`src/rtl/bpp_pkg.sv`:
```
package bpp_pkg;

  // ----------------------------------------------------------------------
  // Bank geometry
  // ----------------------------------------------------------------------
  localparam int BPP_NPORT = 9;
  localparam int BPP_PW = 16;
  localparam int BPP_NLINE = BPP_NPORT * BPP_PW;
  localparam int BPP_NBYTE = BPP_NPORT * 2;
  localparam int BPP_AW = 12;

  // ----------------------------------------------------------------------
  // Register offsets (byte addresses)
  // ----------------------------------------------------------------------
  localparam int BPP_PORT_SHIFT = 4;
  localparam logic [3:0] BPP_OFF_DATA = 4'h0;
  localparam logic [3:0] BPP_OFF_DIR = 4'h4;
  localparam logic [3:0] BPP_OFF_OD = 4'h8;
  localparam logic [3:0] BPP_OFF_TGL = 4'hC;
  localparam logic [11:0] BPP_OFF_THR = 12'h100;
  localparam logic [11:0] BPP_OFF_XTHR = 12'h104;

  // ----------------------------------------------------------------------
  // Values after reset
  // ----------------------------------------------------------------------
  localparam logic [15:0] BPP_RST_LATCH = 16'h0000;
  localparam logic [15:0] BPP_RST_DIR = 16'h0000;
  localparam logic [15:0] BPP_RST_OD = 16'h0000;
  localparam logic [10:0] BPP_RST_THR = 11'h000;
  localparam logic [2:0] BPP_RST_XTHR = 3'h0;
  localparam int BPP_THR_W = 11;
  localparam int BPP_XTHR_W = 3;

  // ----------------------------------------------------------------------
  // Bus handshake states
  // ----------------------------------------------------------------------
  typedef enum logic [1:0] {
    BPP_ST_IDLE = 2'b01,
    BPP_ST_RESP = 2'b10
  } bpp_state_t;

  // ----------------------------------------------------------------------
  // Per-port line maps
  // ----------------------------------------------------------------------
  // Lines that exist: byte ports use the low half, port 3 lacks line 14.
  function automatic logic [15:0] bpp_impl_mask(input int p);
    case (p)
      3: bpp_impl_mask = 16'hBFFF;
      4, 6, 7, 8: bpp_impl_mask = 16'h00FF;
      default: bpp_impl_mask = 16'hFFFF;
    endcase
  endfunction

  // Lines with an output driver; port 5 is input only.
  function automatic logic [15:0] bpp_drv_mask(input int p);
    bpp_drv_mask = (p == 5) ? 16'h0000 : bpp_impl_mask(p);
  endfunction

  // Lines whose driver may be switched to open drain.
  function automatic logic [15:0] bpp_od_mask(input int p);
    bpp_od_mask = (p >= 2 && p != 5) ? bpp_impl_mask(p) : 16'h0000;
  endfunction

  // Index of the threshold bit in {ext, main} for byte b of port p, or -1.
  function automatic int bpp_thr_bit(input int p, input int b);
    case (p)
      0, 1, 2, 3: bpp_thr_bit = p * 2 + b;
      4: bpp_thr_bit = (b == 0) ? 8 : -1;
      5: bpp_thr_bit = 9 + b;
      default: bpp_thr_bit = (b == 0) ? 11 + (p - 6) : -1;
    endcase
  endfunction

endpackage

```
`src/rtl/bpp_port_bank.sv`:
```
`timescale 1ns/1ps

// Contract
// - Sample every pin each cycle, any direction.
// - Input pin: write latch, read pin.
// - Input pin: read-modify-write uses pin value.
// - Direction one enables driver with latch.
// - Output pin: reads and modifies the latch.
// - Per-bit open drain on capable ports.
// - Threshold select per byte, two for wide.
// - Direction works independent of threshold.
// - Port 3 has no line 14.
// - Port 5 input only, no drivers.
// - Alternate output needs output direction.
// - Pin drives latch AND alternate data, PWM lines alternate data alone.
// - Direction is input after reset.
// - Output pin loops latch to alternate input.
// - Bus lines switch direction in hardware.
// - Reset-critical lines set direction automatically.
// - One alternate function per line.
// - Ports 0 and 1 byte addressable.
// - Unused alternate lines stay plain I/O.

module bpp_port_bank #(
  parameter logic [143:0] RESET_AUTO_DIR = 144'h0
) (
  // Clock and reset
  input wire logic sys_clk,
  input wire logic rst,
  // APB slave
  input wire logic psel,
  input wire logic penable,
  input wire logic pwrite,
  input wire logic [bpp_pkg::BPP_AW-1:0] paddr,
  input wire logic [31:0] pwdata,
  input wire logic [3:0] pstrb,
  output logic [31:0] prdata,
  output logic pready,
  output logic pslverr,
  // Pads, port p on lines [p*16 +: 16]
  input wire logic [bpp_pkg::BPP_NLINE-1:0] pinIn,
  output logic [bpp_pkg::BPP_NLINE-1:0] pinOut,
  output logic [bpp_pkg::BPP_NLINE-1:0] pinOe,
  // Alternate functions
  input wire logic [bpp_pkg::BPP_NLINE-1:0] altOut,
  input wire logic [bpp_pkg::BPP_NLINE-1:0] altEnable,
  input wire logic [bpp_pkg::BPP_NLINE-1:0] altDirAuto,
  input wire logic [bpp_pkg::BPP_NLINE-1:0] altDirOut,
  input wire logic [bpp_pkg::BPP_NLINE-1:0] altPwm,
  output logic [bpp_pkg::BPP_NLINE-1:0] altIn,
  // Input threshold per byte, one means raised hysteresis thresholds
  output logic [bpp_pkg::BPP_NBYTE-1:0] threshCmos
);
  import bpp_pkg::*;

  // ----------------------------------------------------------------------
  // Storage
  // ----------------------------------------------------------------------
  // Per-port software controls.
  logic [15:0] latch_r [BPP_NPORT];
  logic [15:0] latch_nxt [BPP_NPORT];
  logic [15:0] dir_r [BPP_NPORT];
  logic [15:0] dir_nxt [BPP_NPORT];
  logic [15:0] od_r [BPP_NPORT];
  logic [15:0] od_nxt [BPP_NPORT];
  // Threshold selects, one bit per byte group.
  logic [BPP_THR_W-1:0] thr_r;
  logic [BPP_THR_W-1:0] thr_nxt;
  logic [BPP_XTHR_W-1:0] xthr_r;
  logic [BPP_XTHR_W-1:0] xthr_nxt;
  logic [BPP_NBYTE-1:0] threshCmos_r;
  logic [BPP_NBYTE-1:0] threshCmos_nxt;
  // Bus handshake and its registered answer.
  bpp_state_t state_r;
  bpp_state_t state_nxt;
  logic [31:0] prdata_r;
  logic [31:0] prdata_nxt;
  logic pready_r;
  logic pready_nxt;
  logic pslverr_r;
  logic pslverr_nxt;
  // Pin samples, one cycle behind the pads.
  logic [15:0] inSample [BPP_NPORT];
  logic [BPP_NLINE-1:0] autoDir;

  // Lines with hardware direction control, including those fixed at reset.
  assign autoDir = altDirAuto | RESET_AUTO_DIR;

  // ----------------------------------------------------------------------
  // Address decode
  // ----------------------------------------------------------------------
  // Field codes returned by the decoder.
  localparam logic [2:0] F_DATA = 3'h0;
  localparam logic [2:0] F_DIR = 3'h1;
  localparam logic [2:0] F_OD = 3'h2;
  localparam logic [2:0] F_TGL = 3'h3;
  localparam logic [2:0] F_THR = 3'h4;
  localparam logic [2:0] F_XTHR = 3'h5;
  localparam logic [2:0] F_NONE = 3'h7;

  // Turns an address into a field code; the port number only serves the range check.
  // Threshold words lie past the port windows, so they match first.
  function automatic logic [2:0] decodeField(input logic [BPP_AW-1:0] a);
    logic [BPP_AW-1:0] portNum;
    portNum = a >> BPP_PORT_SHIFT;
    if (a == BPP_OFF_THR) begin
      decodeField = F_THR;
    end else if (a == BPP_OFF_XTHR) begin
      decodeField = F_XTHR;
    end else if (portNum >= BPP_AW'(BPP_NPORT)) begin
      decodeField = F_NONE;
    end else begin
      // Gaps inside a port window answer with an error.
      unique case (a[3:0])
        BPP_OFF_DATA: decodeField = F_DATA;
        BPP_OFF_DIR: decodeField = F_DIR;
        BPP_OFF_OD: decodeField = F_OD;
        BPP_OFF_TGL: decodeField = F_TGL;
        default: decodeField = F_NONE;
      endcase
    end
  endfunction

  // Value a read of the data word gives: latch where driven, pin elsewhere.
  // Software direction decides, so a line owned by the bus still reads
  // like a plain port line.
  function automatic logic [15:0] portView(input logic [15:0] lat, input logic [15:0] d,
                                           input logic [15:0] smp);
    portView = (lat & d) | (smp & ~d);
  endfunction

  // ----------------------------------------------------------------------
  // Pin slices
  // ----------------------------------------------------------------------
  // Masks drop absent lines and drivers at elaboration, so no
  // register bit can reach a missing pad.
  for (genvar p = 0; p < BPP_NPORT; p++) begin : gPort
    bpp_port_slice #(
      .IMPL_MASK(bpp_impl_mask(p)),
      .DRV_MASK(bpp_drv_mask(p)),
      .OD_MASK(bpp_od_mask(p))
    ) uSlice (
      .sys_clk(sys_clk),
      .rst(rst),
      .latch(latch_r[p]),
      .pinDir(dir_r[p]),
      .odSel(od_r[p]),
      .altOut(altOut[p*BPP_PW +: BPP_PW]),
      .altEnable(altEnable[p*BPP_PW +: BPP_PW]),
      .altDirAuto(autoDir[p*BPP_PW +: BPP_PW]),
      .altDirOut(altDirOut[p*BPP_PW +: BPP_PW]),
      .altPwm(altPwm[p*BPP_PW +: BPP_PW]),
      .altIn(altIn[p*BPP_PW +: BPP_PW]),
      .pinIn(pinIn[p*BPP_PW +: BPP_PW]),
      .pinOut(pinOut[p*BPP_PW +: BPP_PW]),
      .pinOe(pinOe[p*BPP_PW +: BPP_PW]),
      .inSample(inSample[p])
    );
  end

  // ----------------------------------------------------------------------
  // Bus handshake and register writes
  // ----------------------------------------------------------------------
  // One wait state lets read data and the error flag come from flip-flops.
  // A write lands only on the edge where the master sees pready high.
  // Read data is captured one edge early; a pad that moves in between
  // is not seen by that read.
  always_comb begin
    logic [2:0] fld;
    logic [3:0] pIdx;
    logic [15:0] laneMask;
    logic [15:0] cur;
    fld = decodeField(paddr);
    pIdx = 4'(paddr >> BPP_PORT_SHIFT);
    // Byte lanes let each half of a 16-bit port be written on its own.
    laneMask = {{8{pstrb[1]}}, {8{pstrb[0]}}};
    cur = 16'h0000;
    state_nxt = state_r;
    prdata_nxt = prdata_r;
    pready_nxt = 1'b0;
    pslverr_nxt = 1'b0;
    thr_nxt = thr_r;
    xthr_nxt = xthr_r;
    // Every port register holds unless a write below changes it.
    for (int p = 0; p < BPP_NPORT; p++) begin
      latch_nxt[p] = latch_r[p];
      dir_nxt[p] = dir_r[p];
      od_nxt[p] = od_r[p];
    end
    unique case (state_r)
      BPP_ST_IDLE: begin
        // An access seen in idle is answered at the next edge.
        if (psel && penable) begin
          state_nxt = BPP_ST_RESP;
          pready_nxt = 1'b1;
          pslverr_nxt = (fld == F_NONE);
          prdata_nxt = 32'h0000_0000;
          for (int p = 0; p < BPP_NPORT; p++) begin
            if (pIdx == 4'(p)) begin
              unique case (fld)
                F_DATA, F_TGL: prdata_nxt[15:0] = portView(latch_r[p], dir_r[p], inSample[p]);
                F_DIR: prdata_nxt[15:0] = dir_r[p];
                F_OD: prdata_nxt[15:0] = od_r[p];
                default: prdata_nxt[15:0] = 16'h0000;
              endcase
            end
          end
          if (fld == F_THR) begin
            prdata_nxt[BPP_THR_W-1:0] = thr_r;
          end
          if (fld == F_XTHR) begin
            prdata_nxt[BPP_XTHR_W-1:0] = xthr_r;
          end
        end
      end
      BPP_ST_RESP: begin
        state_nxt = BPP_ST_IDLE;
        if (psel && penable && pwrite && !pslverr_r) begin
          for (int p = 0; p < BPP_NPORT; p++) begin
            if (pIdx == 4'(p)) begin
              cur = portView(latch_r[p], dir_r[p], inSample[p]);
              unique case (fld)
                // A plain write lands in the latch of every line with a driver, driven or not.
                F_DATA: begin
                  latch_nxt[p] = ((pwdata[15:0] & laneMask) | (latch_r[p] & ~laneMask))
                    & bpp_drv_mask(p);
                end
                // Hardware read-modify-write: the read view is inverted where
                // the written bit is one and stored into the latch.
                F_TGL: begin
                  latch_nxt[p] = (((cur ^ pwdata[15:0]) & laneMask) | (latch_r[p] & ~laneMask))
                    & bpp_drv_mask(p);
                end
                // Direction bits of absent or input-only lines stay zero.
                F_DIR: begin
                  dir_nxt[p] = ((pwdata[15:0] & laneMask) | (dir_r[p] & ~laneMask))
                    & bpp_drv_mask(p);
                end
                // Only lines with an open-drain driver keep these bits.
                F_OD: begin
                  od_nxt[p] = ((pwdata[15:0] & laneMask) | (od_r[p] & ~laneMask))
                    & bpp_od_mask(p);
                end
                default: begin
                  cur = 16'h0000;
                end
              endcase
            end
          end
          // Threshold words ignore the byte lanes.
          if (fld == F_THR) begin
            thr_nxt = pwdata[BPP_THR_W-1:0];
          end
          if (fld == F_XTHR) begin
            xthr_nxt = pwdata[BPP_XTHR_W-1:0];
          end
        end
      end
      // An illegal state code falls back to idle.
      default: begin
        state_nxt = BPP_ST_IDLE;
      end
    endcase
  end

  // ----------------------------------------------------------------------
  // Threshold fan-out
  // ----------------------------------------------------------------------
  // Each byte takes its select bit; absent upper bytes of byte ports stay low.
  // A new select reaches its byte one cycle after the write lands.
  always_comb begin
    logic [BPP_THR_W+BPP_XTHR_W-1:0] allThr;
    int idx;
    allThr = {xthr_r, thr_r};
    idx = 0;
    threshCmos_nxt = '0;
    for (int p = 0; p < BPP_NPORT; p++) begin
      for (int b = 0; b < 2; b++) begin
        idx = bpp_thr_bit(p, b);
        if (idx >= 0) begin
          threshCmos_nxt[p*2+b] = allThr[idx];
        end
      end
    end
  end

  // ----------------------------------------------------------------------
  // Registers
  // ----------------------------------------------------------------------
  // Port controls return to input and push-pull with the latch low.
  always_ff @(posedge sys_clk or posedge rst) begin
    if (rst) begin
      for (int p = 0; p < BPP_NPORT; p++) begin
        latch_r[p] <= BPP_RST_LATCH;
        dir_r[p] <= BPP_RST_DIR;
        od_r[p] <= BPP_RST_OD;
      end
    end else begin
      for (int p = 0; p < BPP_NPORT; p++) begin
        latch_r[p] <= latch_nxt[p];
        dir_r[p] <= dir_nxt[p];
        od_r[p] <= od_nxt[p];
      end
    end
  end

  // Threshold selects return to the standard level.
  always_ff @(posedge sys_clk or posedge rst) begin
    if (rst) begin
      thr_r <= BPP_RST_THR;
      xthr_r <= BPP_RST_XTHR;
      threshCmos_r <= '0;
    end else begin
      thr_r <= thr_nxt;
      xthr_r <= xthr_nxt;
      threshCmos_r <= threshCmos_nxt;
    end
  end

  // Bus handshake; an access cut by reset is dropped, and the master
  // must start it again.
  always_ff @(posedge sys_clk or posedge rst) begin
    if (rst) begin
      state_r <= BPP_ST_IDLE;
      prdata_r <= 32'h0000_0000;
      pready_r <= 1'b0;
      pslverr_r <= 1'b0;
    end else begin
      state_r <= state_nxt;
      prdata_r <= prdata_nxt;
      pready_r <= pready_nxt;
      pslverr_r <= pslverr_nxt;
    end
  end

  // Bus answers come straight from their flip-flops.
  // Pad outputs already leave the slices registered.
  assign prdata = prdata_r;
  assign pready = pready_r;
  assign pslverr = pslverr_r;
  assign threshCmos = threshCmos_r;

endmodule

```
`src/rtl/bpp_port_slice.sv`:
```
`timescale 1ns/1ps

module bpp_port_slice #(
  parameter logic [15:0] IMPL_MASK = 16'hFFFF,
  parameter logic [15:0] DRV_MASK = 16'hFFFF,
  parameter logic [15:0] OD_MASK = 16'h0000
) (
  // Clock and reset
  input wire logic sys_clk,
  input wire logic rst,
  // Software controls
  input wire logic [15:0] latch,
  input wire logic [15:0] pinDir,
  input wire logic [15:0] odSel,
  // Alternate function side
  input wire logic [15:0] altOut,
  input wire logic [15:0] altEnable,
  input wire logic [15:0] altDirAuto,
  input wire logic [15:0] altDirOut,
  input wire logic [15:0] altPwm,
  output logic [15:0] altIn,
  // Pad side
  input wire logic [15:0] pinIn,
  output logic [15:0] pinOut,
  output logic [15:0] pinOe,
  output logic [15:0] inSample
);
  import bpp_pkg::*;

  logic [15:0] pinOut_nxt;
  logic [15:0] pinOe_nxt;
  logic [15:0] inSample_nxt;
  logic [15:0] altIn_nxt;
  logic [15:0] effDir;
  logic [15:0] drive;

  // ----------------------------------------------------------------------
  // Pad and alternate path
  // ----------------------------------------------------------------------
  // The driven level is the latch ANDed with the alternate data, PWM lines
  // bypass the latch so software may leave it at any value.
  always_comb begin
    effDir = ((altDirAuto & altDirOut) | (~altDirAuto & pinDir)) & DRV_MASK;
    drive = latch;
    drive = (altEnable & ~altPwm & (latch & altOut)) | (altEnable & altPwm & altOut)
      | (~altEnable & latch);
    pinOut_nxt = drive & ~(odSel & OD_MASK) & effDir;
    // Open drain only pulls low; a high is left to the external pull-up.
    pinOe_nxt = effDir & ~(odSel & OD_MASK & drive);
    inSample_nxt = pinIn & IMPL_MASK;
    // An output line feeds its own latch back to the alternate input.
    altIn_nxt = ((effDir & latch) | (~effDir & inSample)) & IMPL_MASK;
  end

  // Registers of the pad path.
  always_ff @(posedge sys_clk or posedge rst) begin
    if (rst) begin
      pinOut <= 16'h0000;
      pinOe <= 16'h0000;
      inSample <= 16'h0000;
      altIn <= 16'h0000;
    end else begin
      pinOut <= pinOut_nxt;
      pinOe <= pinOe_nxt;
      inSample <= inSample_nxt;
      altIn <= altIn_nxt;
    end
  end

endmodule

```
`config.mk`:
```
export PLATFORM = sky130hd
export DESIGN_NAME = bpp_port_bank
export DESIGN_NICKNAME = d
export VERILOG_FILES = /design/src/rtl/bpp_pkg.sv /design/src/rtl/bpp_port_bank.sv /design/src/rtl/bpp_port_slice.sv
export SDC_FILE = /design/constraint.sdc
export NUM_CORES = 2
export LEC_CHECK = 0
export ABC_AREA = 1
export BUFFER_PORTS_ARGS = -buffer_cell sky130_fd_sc_hd__buf_2
export CELL_PAD_IN_SITES_DETAIL_PLACEMENT = 0
export CELL_PAD_IN_SITES_GLOBAL_PLACEMENT = 2
export CORE_AREA = 5 5 549 551
export DETAILED_ROUTE_END_ITERATION = 10
export DIE_AREA = 0 0 554 556
export HOLD_SLACK_MARGIN = 0.08
export PLACE_DENSITY = 0.48
export SETUP_SLACK_MARGIN = 0.2
export SLEW_MARGIN = 20
export SYNTH_ARGS = -nofsm -noshare
export SYNTH_HDL_FRONTEND = slang
export SYNTH_HIERARCHICAL = 1
export SYNTH_SLANG_ARGS = --single-unit
```
`constraint.sdc`:
```
create_clock -name sys_clk -period 25.6 [get_ports sys_clk]
set_input_delay 0 -clock sys_clk [delete_from_list [all_inputs] [get_ports sys_clk]]
set_output_delay 0 -clock sys_clk [all_outputs]
set_load 0.01 [all_outputs]
```
==> reports/qor.txt <==
status = complete, no violations
CTS tree = built
main area contributors after synthesis = dfrtp_1 51%, nand2_1 17%, inv_1 5.9%
setup TNS = 0 ns
Placer Congestion = 0.7730
clock skew = 0.04197 ns
setup violators final = 0
I/O Buffers = 953
Die ar. = 308000 um^2
CP Class = input pin to flop
Die H = 556 um
mux cell area share after synthesis = 0.01011
Cells after Synth = 4416
via count = 37362
first-pass GRT wire length = 312400 um
clock latency on the worst-skew pair = 0.80 ns
Post-synth EDFFs = 0
adder-cell share of the synthesized area = 0
FFs w/ async S/R, synth = 1.000
Final #Nets = 7685
RSZ-0062 raised after global routing = false
Sink Count = 713
Primary FF master, synth = dfrtp_1
Seq cells post-synth = 713
Arrival @ worst endpoint = 5.34 ns
WL final = 231300 um
Worst Hold Endpoint = gPort[6].uSlice/altIn[4]$_DFF_PP0_
vias in the first global route = 39017
final count of pins violating max slew = 0
Root Buffer Master = clkbuf_16
Die Span X = 554 um
flop-to-flop setup slack = 21.98 ns
compound-gate portion of the synthesized area = 0.06764
Layout area overhead = 74.35%
drt drc = 0
area occupied by registers = 17840 um^2
Initial Util = 0.1189
CTS buffer count = 109
most frequent cells in the layout = 1589 x nand2_1, 1349 x dlygate4sd3_1, 953 x buf_2
filler instances = 33234
detailed placement HPWL = 177700 um
Reg clk slew, reported paths = 0.06 ns
Worst Hold Class = input pin to flop
1st-iter DRT viols = 1739
initial antenna violation count = 75
Post-Layout Inst Area = 61310 um^2
area of the multi-input gates = 14090 um^2
Core Rows = 200
Post-CTS Repair Setup Buffers = 0
final period demand of the worst path = 4.649 ns
Ys Warns = 6
fin crit share = 0.1816
final hold violation count = 0
IO Pins = 1401
register area share after synthesis = 0.5074
Reg2Reg Depth = 7
DR pass1 iterations = 7
clock buffer depth = 4
Synth Area in XOR/XNOR = 0.02366
placed inst area = 44140 um^2
Fmax = 215.1 MHz
synth unique cells = 41
vias per cell = 3.451
area leader, netlist = dfrtp_1
P_leak = 29.19 nW
gr ovfl total = 0
Mapped Area = 35160 um^2
largest family of logic cells by synthesized area = simple AND/OR/NAND/NOR gates
Max-slew headroom = 0.3373
largest net degree at the start of global routing = 116
Total GRT Usage = 0.1456
dpl cells = 9247
Max-Cap Viols = 0
commonest non-fill, non-tap cell in the layout = nand2_1
core area = 295800 um^2
Routed Antenna Nets = 0
critical-path maximum fanout = 32
Critical Path Sink Type = flop
Finished Core Util = 0.2073
hold wc startpoint = altDirAuto[100]
H-Tree Depth = 3
layout cells sized above 1 = 0.2263
worst vdd ir = 45.51 uV
Post-Layout Cell Count = 10825
RR Startpoint = pslverr$_DFF_PP0_
Synth top area share = 0.5067
power per cell area = 51.90 nW/um^2
Slew @ Worst Pin = 0.9897 ns
critical path launch point type = input pin
Avg Inst Size Synth = 7.963 um^2
CP required = 26.30 ns
Synth Area in Simple Gates = 0.2782
detailed-route wire length per cell = 21.37 um
Hold Path Stages = 6
==> worst max-delay path by stage <==
stage,to,startpoint,slack (ns),cells after the start
6_report,prdata[3]$_DFFE_PP0P_,paddr[5],20.95,21
2_1_floorplan,async pin,rst,17.28,1
3_5_place_dp,prdata[15]$_DFFE_PP0P_,paddr[7],20.55,17
3_3_place_gp,prdata[15]$_DFFE_PP0P_,paddr[7],20.55,17
4_1_cts,prdata[3]$_DFFE_PP0P_,paddr[5],20.68,21
5_1_grt,prdata[3]$_DFFE_PP0P_,paddr[5],20.69,21
==> power by group <==
group | total, mW | switching, mW | internal [mW]
clock | 1.54 | 0.613 | 0.923
sequential | 1.18 | 0.0191 | 1.16
combinational | 0.463 | 0.237 | 0.225
total | 3.18 | 0.869 | 2.31
==> layout make-up <==
type	instances	share of cell area
timing repair buffer	2351	0.3044
sequential	713	0.2911
multi-input combinational	3031	0.2298
tap	3939	0.08039
clock buffer	163	0.05172
inverter	562	0.03476
clock inverter	33	0.006551
antenna	33	0.001347
==> cell usage after synthesis (2+ instances only) <==
| cell type | number |
|---|---|
| dfrtp_1 | 712 |
| buf_1 | 5 |
| clkinv_1 | 2 |
| nand2_1 | 1589 |
| clkbuf_1 | 63 |
| nand2_2 | 257 |
| nand3_1 | 194 |
| mux2i_1 | 22 |
| a21oi_1 | 73 |
| conb_1 | 7 |
| nor2_4 | 2 |
| nand3_2 | 2 |
| o21a_1 | 4 |
| a31oi_1 | 11 |
| nor2_2 | 66 |
| nor3_1 | 7 |
| buf_6 | 2 |
| a211oi_1 | 3 |
| a22oi_1 | 9 |
| nor3_4 | 4 |
| nor3_2 | 3 |
| nand4_1 | 24 |
| or2_2 | 5 |
| o21ai_0 | 309 |
| o21ai_1 | 13 |
| o211ai_1 | 18 |
| buf_2 | 28 |
| inv_2 | 9 |
| buf_4 | 189 |
| o221ai_1 | 7 |
| nor2_1 | 112 |
| mux2_2 | 12 |
| xor2_1 | 95 |
| inv_1 | 551 |
==> critical path: stages <==
cell	delay, ns
dlygate4sd3_1	0.59
buf_2	0.22
nor2_2	0.07
nand2_1	0.12
nand2_2	0.08
dlygate4sd3_1	0.63
nand3_2	0.14
nor2_4	0.06
inv_4	0.29
buf_4	0.37
buf_4	0.54
o21ai_0	0.15
a21oi_1	0.25
nor2_1	0.12
nor2_1	0.46
nand3_1	0.25
nand2_1	0.14
nand4_1	0.09
nand3_1	0.08
dlygate4sd3_1	0.57
nand2_1	0.05
==> layer usage <==
layer	vias to the layer above	part of all wire	wire, um	GRT usage
met1	17938	0.42	97870	0.1800
li1	17987	-	-	-
met2	1174	0.49	113100	0.2574
met4	22	0.023	5323	0.03217
met3	241	0.065	14940	0.03229
met5	-	0.00050	116	0
==> through the flow <==
stage	power, mW	hold slack [ns]	setup slack, ns
2_1_floorplan	1.344	0.03143	17.28
3_3_place_gp	1.512	0.1096	20.55
3_5_place_dp	1.511	0.1094	20.55
4_1_cts	3.265	0.08033	20.68
5_1_grt	3.335	0.1355	20.69
6_report	3.182	0.1483	20.95
==> cell families after synthesis <==
logic type | count (synthesis)
AO/OA/AOI/OAI | 449
AND/OR/NAND/NOR | 2269
flip-flops | 713
multiplexers | 34
buffers and inverters | 849
XOR/XNOR | 95
other | 7
==> what timing repair did <==
action                    4_1_cts  5_1_grt
hold buffers                 1349        0
gates resized for setup         0        0
hold endpoints to repair      976        0
No activity file was read; power rests on OpenSTA's default activity.
